`src/rtl/acst_defs.svh`:
```
`ifndef ACST_DEFS_SVH
`define ACST_DEFS_SVH

// register offsets
`define ACST_OFS_AVG 8'h68
`define ACST_OFS_STATUS 8'h6a
`define ACST_OFS_PIN_CFG 8'h6b
`define ACST_OFS_SOFT_TRIG 8'h6c

// reset values
`define ACST_RST_AVG 8'h61
`define ACST_RST_PIN_CFG 8'h00
`define ACST_RST_SOFT_TRIG 8'h01

// averaging register fields
`define ACST_AVG_OS_HI 6
`define ACST_AVG_OS_LO 4
`define ACST_AVG_LIN_HI 2
`define ACST_AVG_LIN_LO 0

// status register fields
`define ACST_ST_FG_BIT 0
`define ACST_ST_HALT_BIT 1
`define ACST_ST_CODE_HI 4
`define ACST_ST_CODE_LO 2

// pin configuration fields
`define ACST_PIN_TRIG_BIT 0
`define ACST_PIN_SEL_HI 2
`define ACST_PIN_SEL_LO 1

// writable masks: reserved bits never store
`define ACST_MASK_AVG 8'h77
`define ACST_MASK_PIN_CFG 8'h07
`define ACST_MASK_SOFT_TRIG 8'h01

`endif

```
`src/rtl/acst_pkg.sv`:
```
package acst_pkg;

  typedef enum logic [1:0] {
    ACST_SEL_FOREGROUND_COMPLETE_FLAG = 2'b00,
    ACST_SEL_HALTED = 2'b01,
    ACST_SEL_ALARM = 2'b10,
    ACST_SEL_LOW = 2'b11
  } acst_stat_sel_e;

  typedef enum logic [1:0] {
    ACST_PH_RESET = 2'b00,
    ACST_PH_FOREGROUND = 2'b01,
    ACST_PH_BACKGROUND = 2'b10,
    ACST_PH_HALTED = 2'b11
  } acst_phase_e;

  typedef struct packed {
    acst_phase_e phase;
    logic foreground_complete_flag;
    logic halted;
  } acst_trk_s;

  typedef struct packed {
    logic [7:0] avg;
    logic [7:0] pin_cfg;
    logic [7:0] soft_trig;
    logic [7:0] rdata;
    logic stat_pin;
    logic trig;
    logic wake;
  } acst_top_s;

endpackage

```
`src/rtl/acst_stat_if.sv`:
```
`timescale 1ns/10ps
`default_nettype none
interface acst_stat_if;
  logic cal_run;
  logic fg_finish;
  logic fg_skip;
  logic bg_enable;
  logic bg_stop_ack;
  logic bg_resume;
  logic foreground_complete_flag;
  logic halted;

  modport tracker (
    input cal_run, fg_finish, fg_skip, bg_enable, bg_stop_ack, bg_resume,
    output foreground_complete_flag, halted
  );
  modport owner (
    output cal_run, fg_finish, fg_skip, bg_enable, bg_stop_ack, bg_resume,
    input foreground_complete_flag, halted
  );
endinterface
`default_nettype wire

```
`src/rtl/acst_status_track.sv`:
```
`timescale 1ns/10ps
`default_nettype none
module acst_status_track (
  // clock and synchronised reset
  input wire logic sys_clk,
  input wire logic rst_n,
  // calibration events and flags
  acst_stat_if.tracker st
);

  acst_pkg::acst_trk_s trk_ff;
  acst_pkg::acst_trk_s nxt_trk;

  always_comb begin
    nxt_trk = trk_ff;
    if (!st.cal_run) begin
      // calibration held in reset clears the progress flags
      nxt_trk.phase = acst_pkg::ACST_PH_RESET;
      nxt_trk.foreground_complete_flag = 1'b0;
    end else begin
      unique case (trk_ff.phase)
        acst_pkg::ACST_PH_RESET: begin
          nxt_trk.phase = acst_pkg::ACST_PH_FOREGROUND;
        end
        acst_pkg::ACST_PH_FOREGROUND: begin
          if (st.fg_finish || st.fg_skip) begin
            nxt_trk.foreground_complete_flag = 1'b1;
            if (st.bg_enable) begin
              nxt_trk.phase = acst_pkg::ACST_PH_BACKGROUND;
            end else begin
              nxt_trk.phase = acst_pkg::ACST_PH_HALTED;
            end
          end
        end
        acst_pkg::ACST_PH_BACKGROUND: begin
          if (st.bg_stop_ack) begin
            nxt_trk.phase = acst_pkg::ACST_PH_HALTED;
          end
        end
        acst_pkg::ACST_PH_HALTED: begin
          // without background calibration there is nothing to resume
          if (st.bg_resume && st.bg_enable) begin
            nxt_trk.phase = acst_pkg::ACST_PH_BACKGROUND;
          end
        end
      endcase
    end
    nxt_trk.halted = (nxt_trk.phase == acst_pkg::ACST_PH_HALTED);
  end

  always_ff @(posedge sys_clk or negedge rst_n) begin
    if (!rst_n) begin
      trk_ff <= '0;
    end else begin
      trk_ff <= nxt_trk;
    end
  end

  assign st.foreground_complete_flag = trk_ff.foreground_complete_flag;
  assign st.halted = trk_ff.halted;

endmodule
`default_nettype wire

```
`src/rtl/acst_top.sv`:
```
// Summary of operation
// - offset averaging field, bits 6:4, sets offset routine averaging depth
// - linearity averaging field, bits 2:0, sets linearity averaging depth
// - status register is read-only; power-up content not to be relied on
// - halted flag reads 1 once background calibration stops at request
// - halted flag returns to 0 as soon as calibration resumes
// - without background calibration, halted sets on foreground finish or skip
// - foreground-complete flag high after foreground finishes or is skipped
// - status pin select 0 gives foreground-complete, 1 gives halted
// - status pin select 2 gives alarm, 3 holds the pin low
// - trigger source 0 uses software trigger bit, ignores trigger pin
// - trigger source 1 uses trigger pin, ignores software trigger bit
// - pin configuration register resets to all zero
// - software trigger bit stands in for the pin, resets to 1
// - in triggered low-power mode cores wake while selected trigger is low
`timescale 1ns/10ps
`default_nettype none
`include "acst_defs.svh"
module acst_top (
  // clock and reset
  input wire logic sys_clk,
  input wire logic rst_n,
  // register access port
  input wire logic [7:0] reg_addr,
  input wire logic reg_wr,
  input wire logic [7:0] reg_wdata,
  input wire logic reg_rd,
  output logic [7:0] reg_rdata,
  // calibration engine
  input wire logic cal_run,
  input wire logic fg_finish,
  input wire logic fg_skip,
  input wire logic bg_enable,
  input wire logic bg_stop_ack,
  input wire logic bg_resume,
  input wire logic [2:0] cal_stat_code,
  input wire logic alarm,
  output logic [2:0] offset_avg_depth,
  output logic [2:0] linearity_avg_depth,
  // pins and low-power control
  input wire logic trigger_input_pin,
  input wire logic lowpower_triggered_wake,
  output logic status_output_pin,
  output logic cal_trigger,
  output logic core_wake
);

  logic [1:0] rst_sync_ff;
  logic rst_sync_n;
  acst_pkg::acst_top_s top_ff;
  acst_pkg::acst_top_s nxt_top;
  logic [7:0] status_word;
  acst_stat_if st_if ();

  always_ff @(posedge sys_clk or negedge rst_n) begin
    if (!rst_n) begin
      rst_sync_ff <= 2'h0;
    end else begin
      rst_sync_ff <= {rst_sync_ff[0], 1'b1};
    end
  end
  assign rst_sync_n = rst_sync_ff[1];

  assign st_if.cal_run = cal_run;
  assign st_if.fg_finish = fg_finish;
  assign st_if.fg_skip = fg_skip;
  assign st_if.bg_enable = bg_enable;
  assign st_if.bg_stop_ack = bg_stop_ack;
  assign st_if.bg_resume = bg_resume;

  acst_status_track u_track (
    .sys_clk(sys_clk),
    .rst_n(rst_sync_n),
    .st(st_if.tracker)
  );

  // live view of engine state; nothing here is software-writable
  always_comb begin
    status_word = 8'h00;
    status_word[`ACST_ST_CODE_HI:`ACST_ST_CODE_LO] = cal_stat_code;
    status_word[`ACST_ST_HALT_BIT] = st_if.halted;
    status_word[`ACST_ST_FG_BIT] = st_if.foreground_complete_flag;
  end

  always_comb begin
    nxt_top = top_ff;
    if (reg_wr) begin
      unique case (reg_addr)
        `ACST_OFS_AVG: nxt_top.avg = reg_wdata & `ACST_MASK_AVG;
        `ACST_OFS_PIN_CFG: begin
          nxt_top.pin_cfg = reg_wdata & `ACST_MASK_PIN_CFG;
        end
        `ACST_OFS_SOFT_TRIG: begin
          nxt_top.soft_trig = reg_wdata & `ACST_MASK_SOFT_TRIG;
        end
        default: ; // status writes are dropped
      endcase
    end
    if (reg_rd) begin
      unique case (reg_addr)
        `ACST_OFS_AVG: nxt_top.rdata = top_ff.avg;
        `ACST_OFS_STATUS: nxt_top.rdata = status_word;
        `ACST_OFS_PIN_CFG: nxt_top.rdata = top_ff.pin_cfg;
        `ACST_OFS_SOFT_TRIG: nxt_top.rdata = top_ff.soft_trig;
        default: nxt_top.rdata = 8'h00;
      endcase
    end
    unique case (acst_pkg::acst_stat_sel_e'(
        top_ff.pin_cfg[`ACST_PIN_SEL_HI:`ACST_PIN_SEL_LO]))
      acst_pkg::ACST_SEL_FOREGROUND_COMPLETE_FLAG: nxt_top.stat_pin = st_if.foreground_complete_flag;
      acst_pkg::ACST_SEL_HALTED: nxt_top.stat_pin = st_if.halted;
      acst_pkg::ACST_SEL_ALARM: nxt_top.stat_pin = alarm;
      acst_pkg::ACST_SEL_LOW: nxt_top.stat_pin = 1'b0;
    endcase
    if (top_ff.pin_cfg[`ACST_PIN_TRIG_BIT]) begin
      nxt_top.trig = trigger_input_pin;
    end else begin
      nxt_top.trig = top_ff.soft_trig[0];
    end
    // a low trigger wakes sleeping cores only in triggered mode
    nxt_top.wake = lowpower_triggered_wake && !nxt_top.trig;
  end

  always_ff @(posedge sys_clk or negedge rst_sync_n) begin
    if (!rst_sync_n) begin
      top_ff.avg <= `ACST_RST_AVG;
      top_ff.pin_cfg <= `ACST_RST_PIN_CFG;
      top_ff.soft_trig <= `ACST_RST_SOFT_TRIG;
      top_ff.rdata <= 8'h00;
      top_ff.stat_pin <= 1'b0;
      top_ff.trig <= 1'b1;
      top_ff.wake <= 1'b0;
    end else begin
      top_ff <= nxt_top;
    end
  end

  assign reg_rdata = top_ff.rdata;
  assign offset_avg_depth =
    top_ff.avg[`ACST_AVG_OS_HI:`ACST_AVG_OS_LO];
  assign linearity_avg_depth =
    top_ff.avg[`ACST_AVG_LIN_HI:`ACST_AVG_LIN_LO];
  assign status_output_pin = top_ff.stat_pin;
  assign cal_trigger = top_ff.trig;
  assign core_wake = top_ff.wake;

endmodule
`default_nettype wire

```
`config.mk`:
```
export PLATFORM = sky130hd
export DESIGN_NAME = acst_top
export DESIGN_NICKNAME = d
export VERILOG_FILES = /design/src/rtl/acst_pkg.sv /design/src/rtl/acst_stat_if.sv /design/src/rtl/acst_status_track.sv /design/src/rtl/acst_top.sv
export VERILOG_INCLUDE_DIRS = /design/src /design/src/rtl
export SDC_FILE = /design/constraint.sdc
export NUM_CORES = 1
export LEC_CHECK = 0
export BUFFER_PORTS_ARGS = -buffer_cell sky130_fd_sc_hd__buf_4
export CORE_ASPECT_RATIO = 0.75
export CORE_UTILIZATION = 39
export CTS_CLUSTER_SIZE = 8
export DETAILED_ROUTE_END_ITERATION = 8
export PLACE_DENSITY_LB_ADDON = 0.12
export SETUP_SLACK_MARGIN = 0.1
export SYNTH_ARGS = -nofsm -noshare
export SYNTH_HDL_FRONTEND = slang
export SYNTH_HIERARCHICAL = 1
export SYNTH_SLANG_ARGS = --single-unit
```
`constraint.sdc`:
```
create_clock -name sys_clk -period 1.5 [get_ports sys_clk]
set_clock_uncertainty 0.05 [all_clocks]
set_input_delay 0.15 -clock sys_clk [delete_from_list [all_inputs] [get_ports sys_clk]]
set_output_delay 0.15 -clock sys_clk [all_outputs]
set_load 0.02 [all_outputs]
```
==> results_dict.tcl, run 1 <==
set metrics [dict create \
    status "finished, final reports clean" \
    p_per_area_mw_per_mm2 933 \
    vias_per_cell 4.85 \
    port_buffers 45 \
    avgSynthCellArea_um2 11.1 \
    ir_drop_v 0.000646 \
    ys_ff_latch 26 \
    path_delay_family "flip-flops" \
    critPathCaptureType "primary output" \
    final_max_slew_viol_count 0 \
    finalSetupViolations 0 \
    cts.path.max_buffers 2 \
    drcViolationCount 0 \
    synth_top_area_cell "dfrtp_1" \
    synth_ff_type "dfrtp_1" \
    globalplace.congestion 0.721 \
    synth_edf_count 0 \
    die-area_mm2 0.00351 \
    grt_max_degree 25 \
    hold_depth 3 \
    p_seq_share_pct 49.3 \
    crit_slowest_cell "dfstp_2" \
    synth-async-reset-ratio_pct 100 \
    grt_antenna_before_repair 0 \
    grt_pass1_vias 861 \
    r2r-end "u_track/trk_ff[2]$_DFF_PN0_" \
    die_w_um 68.1 \
    ff2ff_path_depth 3 \
    vias 916 \
    power.leakage_nw 0.803 \
    critPathRequiredTime_ps 1300 \
    fin_tns_setup_ps 0 \
    htreeDepth 1 \
    hold_violations 0 \
    syn-instance-count 115 \
    io_pins 49 \
    postRouteAntennaNets 0 \
    post-dp-hpwl_mm 1.92 \
    antenna_cells 0 \
    rows 17 \
    finalCriticalPeriod_ps 1150 \
    ys_warn_count 6 \
    synth.area.top_cells "dfrtp_1, dfstp_2, buf_4" \
    drive_gt1_share_pct 47.7 \
    initial_core_util_pct 42.3 \
    clk_latency_ps 270 \
    clkTransAtPathRegs_ps 80 \
    layout.nets 184 \
    fmax_mhz 870 \
    cpPeakStageDelay_ps 550 \
    crit_path_max_fanout 3 \
    min_from "lowpower_triggered_wake" \
    grt_pass1_wl_mm 3.95 \
    initialDrtViolationCount 12 \
    r2r_slack_ps 400 \
    cts_root_buf "clkbuf_8" \
    p_comb_share_pct 13.5 \
    reg2reg_from "u_track/trk_ff[2]$_DFF_PN0_" \
    areaGrowthSynthToFinish_pct 29.1 \
    numCtsBuffers 3 \
    p_switching_mw 0.336 \
    p_sw_share_pct 21.8 \
    overflow 0 \
    cts-resized-gates 0 \
    wire_per_inst_um 12.9 \
    wirelength_mm 2.44 \
    period_share_pct 76.6 \
    crit_buf_inv 1 \
    path_cells "buf_4" \
    whs_ps 42.4 \
    cts_tree "yes" \
    clock-sinks 26 \
    syn-num-nets 147 \
    core_area_mm2 0.00302 \
    rsz0062_at_grt "no" \
    yosysSeqAreaShare_pct 51.4 \
    die_y_um 51.6 \
    dr.pass1.iters 2 \
    p_int_mw 1.20 \
    critPathKind "flop to primary output" \
    power_frac_clock_pct 37.2 \
    synth_top_area_share_pct 41.1 \
    crit_arrival_ps 950 \
    holdCritPathClass "primary input to flop" \
    min_to "core_wake$_DFF_PN0_" \
    synth.distinct_cells 31 \
    synth_area_mm2 0.00128 \
    critPathLaunchType "flop" \
    groute.usage.overall_pct 15.9 \
    maxCapViolations 0 \
]
[cells by family (layout without fill, tap and decap cells)]
group | after synthesis | in the layout | synth area share (%)
muxes | 16 | 16 | 13.7
other | 2 | 2 | 0.587
buffers and inverters | 28 | 64 | 12.4
DFF | 26 | 26 | 51.4
AOI/OAI and AO/OA | 20 | 20 | 10.4
and+or+nand+nor | 23 | 23 | 11.5
[area by class of cell]
cell class	instances	area, um2
clock buffers	3	41.3
clock inverters	1	30.0
fillers	287	1370
inverters	11	41.3
multi-input cells	61	463
flip-flops and latches	26	657
well taps	38	47.5
repair buffers	49	370
[per-stage QoR]
stage | instance area [um2] | util [%] | setup WS [ps] | cells | total power, mW
after floorplan | 1280 | - | 234 | 115 | 0.881
after global placement | 1570 | 51.9 | 82.8 | 184 | 0.976
after detailed placement | 1570 | 51.9 | 58.7 | 184 | 0.982
after CTS | 1650 | 54.6 | 337 | 189 | 1.56
after global routing | 1650 | 54.6 | 293 | 189 | 1.61
final | 1650 | 54.6 | 350 | 189 | 1.54
[how the worst max path moves through the flow]
stage                                       start                                  to  slack (ps)  cells after the start
3_3_place_gp                          reg_addr[4]  linearity_avg_depth[1]$_DFFE_PN0P_          80                      6
5_1_grt                               reg_addr[4]  linearity_avg_depth[2]$_DFFE_PN0P_         290                      6
6_report       linearity_avg_depth[0]$_DFFE_PN1P_              linearity_avg_depth[0]         350                      1
3_5_place_dp                          reg_addr[4]  linearity_avg_depth[2]$_DFFE_PN0P_          60                      6
4_1_cts           offset_avg_depth[1]$_DFFE_PN1P_                 offset_avg_depth[1]         340                      1
2_1_floorplan                         reg_addr[4]              top_ff[19]$_DFFE_PN0P_         230                      4
[layout by cell type, fill, tap and decap left out, types with 2 or more instances in the layout]
cell type and count:
dfstp_2 5, mux2_2 9, nor2_1 5, dfrtp_1 21
a21oi_1 3, o22ai_1 8, o21a_1 2, conb_1 2
nand3_1 3, mux2i_1 4, mux2_1 3, buf_4 48
clkbuf_8 3, a31oi_1 2, inv_1 11, nand2_1 6
[state kept, by name, indices dropped and copies added (netlist names)]
| name | cells |
|---|---|
| reg_rdata | 7 |
| top_ff | 4 |
| linearity_avg_depth | 3 |
| offset_avg_depth | 3 |
| rst_sync_ff | 2 |
| u_track/trk_ff | 2 |
| cal_trigger | 1 |
| core_wake | 1 |
| status_output_pin | 1 |
| u_track/st.foreground_complete_flag | 1 |
| u_track/st.halted | 1 |
[per-layer routing]
layer	GRT usage (%)	vias to the layer above	wire, um
met2	26.6	25	1210
met1	19.1	436	1060
met3	5.92	4	153
met5	0	-	0
met4	4.17	0	23
li1	-	451	-
[synthesized netlist by cell type (all sizes together), types with 2 or more instances]
master / instances
mux2i: 4
a31oi: 2
mux2: 12
clkbuf: 2
a21oi: 3
conb: 2
inv: 11
dfrtp: 21
nand3: 4
dfstp: 5
o22ai: 8
nor2: 6
nand2: 6
buf: 15
o21a: 2
o21ai: 3
[power groups by stage]
stage	Sequential (mW)	Combinational (mW)	Clock [mW]
2_1_floorplan	0.784	0.0972	0
3_3_place_gp	0.771	0.205	0
3_5_place_dp	0.773	0.209	0
4_1_cts	0.759	0.212	0.593
5_1_grt	0.763	0.230	0.622
6_report	0.759	0.208	0.573
[tightest hold or removal path, cell delays in order]
cell	delay (ps)
buf_4	100
inv_1	40
nor2_1	30
[timing repair]
| action | CTS | global route |
|---|---|---|
| hold buffers | 1 | 0 |
| setup endpoints to repair | 0 | 0 |
| buffers inserted | 0 | 0 |
| hold endpoints to repair | 2 | 0 |
(Power assumes the default switching activity.)
==> inputs of run 2 (changes only) <==
==> constraint.sdc (replaced) <==
create_clock -name sys_clk -period 1.1 [get_ports sys_clk]
set_clock_uncertainty 0.05 [all_clocks]
set_input_delay 0.11 -clock sys_clk [delete_from_list [all_inputs] [get_ports sys_clk]]
set_output_delay 0.11 -clock sys_clk [all_outputs]
set_load 0.02 [all_outputs]
==> run 2 against run 1 <==
Against the previous run:
- the flow now finishes with violations (negative setup slack)
- via count grew 5.8%
- combinational power grew 71%
- wire length grew 16%
- sequential share of layout area shrank 4.7 points
- total power grew 30%
- final area grew 13%
- worst setup slack lost 410 ps
- sequential power grew 37%
- count of clock-buffer cells in the layout grew 1
- core utilization grew 7.3 points
- flip-flop and latch count is the same
- largest cell class unchanged
- largest power group unchanged
==> results_dict.tcl, run 2 (synthesized netlist as in run 1, its figures left out) <==
set metrics [dict create \
    startpoint "linearity_avg_depth[0]$_DFFE_PN1P_" \
    setup_slack_ps -63.8 \
    path_cells "buf_6, buf_6" \
    crit_top_cell "buf_6" \
    globalplace.congestion 0.730 \
    maxCapViolations 0 \
    wirelength_mm 2.84 \
    min_from "lowpower_triggered_wake" \
    grt_antenna_before_repair 0 \
    p_per_area_mw_per_mm2 1070 \
    cpPeakStageDelay_ps 540 \
    final_max_slew_viol_count 0 \
    whs_ps 8.72 \
    power.leakage_nw 0.905 \
    critPathKind "flop to primary output" \
    initialDrtViolationCount 25 \
    p_int_mw 1.53 \
    groute.usage.overall_pct 17.4 \
    hold_violations 0 \
    postRouteAntennaNets 0 \
    p_sw_share_pct 23.9 \
    wire_per_inst_um 13.8 \
    cts_root_buf "clkbuf_8" \
    cts_tree "yes" \
    clock-sinks 26 \
    power_frac_clock_pct 30.2 \
    numCtsBuffers 3 \
    clk_latency_ps 270 \
    p_switching_mw 0.478 \
    ir_drop_v 0.000608 \
    rsz0062_at_grt "yes" \
    layout_commonest_cell "buf_4" \
    drcViolationCount 0 \
    finalCriticalPeriod_ps 1160 \
    io_pins 49 \
    drive_gt1_share_pct 55.7 \
    p_comb_share_pct 17.8 \
    reg2reg_from "u_track/trk_ff[2]$_DFF_PN0_" \
    port_buffers 45 \
    die_w_um 68.1 \
    grt_max_degree 25 \
    grt_pass1_vias 978 \
    crit_path_max_fanout 2 \
    overflow 0 \
    die_y_um 51.6 \
    critPathLaunchType "flop" \
    dr.pass1.iters 3 \
    largest_register_ffs 7 \
    clkTransAtPathRegs_ps 80 \
    initial_core_util_pct 42.3 \
    p_seq_share_pct 52.0 \
    critPathCaptureType "primary output" \
    violations "negative setup slack" \
    holdCritPathClass "primary input to flop" \
    grt_pass1_wl_mm 4.37 \
    areaGrowthSynthToFinish_pct 46.3 \
    htreeDepth 1 \
    critPathRequiredTime_ps 940 \
    fmax_mhz 859 \
    fillCellCount 266 \
    period_share_pct 106 \
    core_area_mm2 0.00302 \
    die-area_mm2 0.00351 \
    crit_buf_inv 2 \
    vias_per_cell 4.73 \
    cts.path.max_buffers 2 \
    antenna_cells 0 \
    crit_arrival_ps 1000 \
    crit_slowest_cell "dfstp_2" \
    path_delay_family "flip-flops" \
    rows 17 \
    vias 969 \
    layout.nets 200 \
    finalSetupViolations 1 \
    layout_common_cells "buf_4, dfrtp_1, buf_6" \
    finalPower_mw 2.00 \
    status "finished, violations left" \
]
==> run 2: cell types whose count changed in the layout (fill, tap and decap cells not counted), sizes merged <==
cell,before,now
dlygate4sd3,1,3
buf,48,62
clkbuf,3,4
bufinv,1,0
==> run 2: power groups by stage <==
stage / logic, mW / registers (mW) / clock network, mW
2_1_floorplan: 0.133 / 1.07 / 0
3_3_place_gp: 0.296 / 1.05 / 0
3_5_place_dp: 0.303 / 1.05 / 0
4_1_cts: 0.341 / 1.04 / 0.633
5_1_grt: 0.388 / 1.05 / 0.679
6_report: 0.356 / 1.04 / 0.605
==> run 2: final timing paths <==
path / to / slack (ps) / depth (start not counted)
setup / recovery: linearity_avg_depth[0] / -60 / 2
hold / removal: core_wake$_DFF_PN0_ / 9 / 3
setup reg to reg: u_track/trk_ff[2]$_DFF_PN0_ / 60 / 3
hold reg to reg: top_ff[21]$_DFFE_PN0P_ / 180 / 1
max in group asynchronous: cal_trigger$_DFF_PN1_ / 540 / 1
min in group asynchronous: rst_sync_ff[0]$_DFF_PN0_ / 100 / 2
==> run 2: through the flow <==
| step | setup TNS [ps] | std cells | util, % | worst slack, ps | area (um2) |
|---|---|---|---|---|---|
| 6_report | -63.8 | 205 | 61.9 | -63.8 | 1870 |
| 5_1_grt | -215 | 205 | 61.9 | -94.4 | 1870 |
| 4_1_cts | -157 | 201 | 58.9 | -78.3 | 1780 |
| 3_5_place_dp | -1960 | 190 | 53.5 | -270 | 1620 |
| 3_3_place_gp | -1520 | 190 | 53.5 | -213 | 1620 |
| 2_1_floorplan | -323 | 115 | - | -108 | 1280 |
==> run 2: layer usage <==
layer | track usage [%] | vias up | wire, um
met5 | 0 | - | 0
met4 | 4.86 | 0 | 15
met3 | 5.48 | 2 | 136
met2 | 28.6 | 27 | 1410
met1 | 21.9 | 459 | 1270
li1 | - | 481 | -
==> run 2: layout make-up <==
cell class | instances | area, um2 | share of cell area, %
clock buffer | 4 | 55.1 | 2.94
inverter | 11 | 41.3 | 2.21
multi-input combinational | 61 | 518 | 27.7
sequential | 26 | 657 | 35.1
tap | 38 | 47.5 | 2.54
timing repair buffer | 65 | 552 | 29.5
==> run 2: worst min-delay path, delay by kind of cell <==
kind | cells | cell delay (ps)
buf+inv | 2 | 140
simple gates | 1 | 40
==> run 2: what timing repair did <==
item                                   in CTS  in global routing
endpoints found under the hold margin       3                  1
gates resized for setup                    13                 14
pin swaps                                   8                  6
hold buffers                                2                  1
setup endpoints to repair                  15                 28
buffers inserted                            5                  4
==> inputs of run 3 (changes only) <==
--- a/config.mk
+++ b/config.mk
@@ -8,9 +8,12 @@
 export LEC_CHECK = 0
 export BUFFER_PORTS_ARGS = -buffer_cell sky130_fd_sc_hd__buf_4
 export CORE_ASPECT_RATIO = 0.75
+export CORE_MARGIN = 2
 export CORE_UTILIZATION = 39
 export CTS_CLUSTER_SIZE = 8
 export DETAILED_ROUTE_END_ITERATION = 8
+export GPL_ROUTABILITY_DRIVEN = 0
+export MAX_ROUTING_LAYER = met4
 export PLACE_DENSITY_LB_ADDON = 0.12
 export SETUP_SLACK_MARGIN = 0.1
 export SYNTH_ARGS = -nofsm -noshare
==> run 3 against run 2 <==
Against the previous run:
- non-clock buffer count up 1
- combinational power is essentially flat
- largest cell class unchanged
- highest routed layer unchanged
- sequential share of layout area down 0.37 points
- flip-flop and latch count unchanged
- the run still ends with negative setup slack left
- critical path depth did not move
- via count rose by 4.5%
- sequential power hardly changed
- hold slack gained 0.76 ps
==> results_dict.tcl, run 3 (synthesized netlist as in run 1, its figures left out) <==
set metrics [dict create \
    grt_pass1_vias 1005 \
    rows 17 \
    vias_per_cell 4.92 \
    path_delay_family "flip-flops" \
    worstSetupEndpoint "linearity_avg_depth[0]" \
    wirelength_mm 2.74 \
    status "finished, violations left" \
    cts_root_buf "clkbuf_8" \
    antenna_cells 0 \
    maxCapViolations 0 \
    p_per_area_mw_per_mm2 1070 \
    period_share_pct 106 \
    fillCellCount 252 \
    ir_drop_v 0.000672 \
    path_cells "buf_6, buf_6" \
    grt_max_degree 23 \
    postRouteAntennaNets 0 \
    finalPower_mw 2.02 \
    r2r_slack_ps 70 \
    layout_common_cells "buf_4, dfrtp_1, buf_6" \
    grt_pass1_wl_mm 4.51 \
    critPathLaunchType "flop" \
    drcViolationCount 0 \
    grt_antenna_before_repair 0 \
    crit_top_cell "buf_6" \
    finalSetupViolations 1 \
    finalCriticalPeriod_ps 1170 \
    areaGrowthSynthToFinish_pct 48.1 \
    initial_core_util_pct 42.0 \
    htreeDepth 1 \
    clock-sinks 26 \
    ff2ff_path_depth 4 \
    crit_path_max_fanout 2 \
    critPathRequiredTime_ps 940 \
    die_y_um 53.6 \
    final_max_slew_viol_count 0 \
    post-dp-hpwl_mm 1.98 \
    die-area_mm2 0.00376 \
    whs_ps 9.48 \
    layout.nets 201 \
    io_pins 49 \
    critPathKind "flop to primary output" \
    wire_per_inst_um 13.3 \
    setup_slack_ps -65.5 \
    numCtsBuffers 3 \
    largest_register_ffs 7 \
    die_w_um 70.1 \
    core_area_mm2 0.00304 \
    r2r-end "reg_rdata[0]$_DFFE_PN0P_" \
    dr.pass1.iters 4 \
    drive_gt1_share_pct 56.0 \
    dpl.cell_count 190 \
    crit_buf_inv 2 \
    cpPeakStageDelay_ps 540 \
    rsz0062_at_grt "yes" \
    min_from "cal_run" \
    layout_commonest_cell "buf_4" \
    holdCritPathClass "primary input to flop" \
    hold_violations 0 \
    cts_tree "yes" \
    port_buffers 45 \
    crit_arrival_ps 1010 \
    pre_cts_ws_ps -244 \
    power.leakage_nw 0.909 \
    critPathCaptureType "primary output" \
    groute.usage.overall_pct 16.3 \
    startpoint "linearity_avg_depth[0]$_DFFE_PN1P_" \
    initialDrtViolationCount 34 \
    clk_latency_ps 270 \
    cts.path.max_buffers 2 \
    crit_slowest_cell "dfstp_2" \
    vias 1013 \
    fin_cells 206 \
    reg2reg_from "linearity_avg_depth[0]$_DFFE_PN1P_" \
    critical_path_depth 2 \
    overflow 0 \
    violations "negative setup slack" \
    fmax_mhz 858 \
    clkTransAtPathRegs_ps 80 \
]
[run 3: cell count changes in the layout (fill, tap and decap cells not counted), sizes merged]
cell | previous run | this run
dlygate4sd3 | 3 | 4
[run 3: worst min path at each step]
| stage | end | slack (ps) | cells after the start |
|---|---|---|---|
| CTS | u_track/st.foreground_complete_flag$_DFFE_PN0P_ | 2 | 2 |
| global placement | rst_sync_ff[1]$_DFF_PN0_ | -160 | 1 |
| floorplan | rst_sync_ff[0]$_DFF_PN0_ | -240 | 0 |
| finish | u_track/st.foreground_complete_flag$_DFFE_PN0P_ | 9 | 2 |
| detailed placement | rst_sync_ff[1]$_DFF_PN0_ | -160 | 1 |
| global route | u_track/st.foreground_complete_flag$_DFFE_PN0P_ | 3 | 2 |
[run 3: final cells by class]
type	count	area (um2)	share of cell area, %
multi-input combinational	61	514	27.1
clock buffer	4	55.1	2.91
timing repair buffer	66	578	30.5
tap	38	47.5	2.51
inverter	11	41.3	2.18
sequential	26	658	34.7
[run 3: stage by stage]
step                instance area (um2)  util (%)  setup TNS (ps)
floorplan                          1280         -            -323
global placement                   1630      53.6           -1490
detailed placement                 1630      53.6           -1810
CTS                                1800      59.0           -84.7
global route                       1890      62.3            -185
finish                             1890      62.3           -65.5
[run 3: routing by layer]
layer	GRT usage [%]	wire length, um	vias up	share of wire, %
met4	2.88	10	0	0.36
met5	-	0	-	0
met3	5.24	151	2	5.5
met1	18.7	1180	496	43
met2	29.0	1400	28	51
li1	-	-	487	-
[run 3: what timing repair did]
item / CTS / global route
setup buffers: 3 / 5
pin swaps: 7 / 4
hold buffers: 3 / 1
gates resized for setup: 15 / 13
hold endpoints to repair: 4 / 1
setup endpoints to repair: 14 / 26
[run 3: where the power goes]
part	switching [mW]	leakage (nW)	internal, mW
combinational	0.154	0.549	0.205
sequential	0.0363	0.331	1.01
clock	0.296	0.0288	0.320
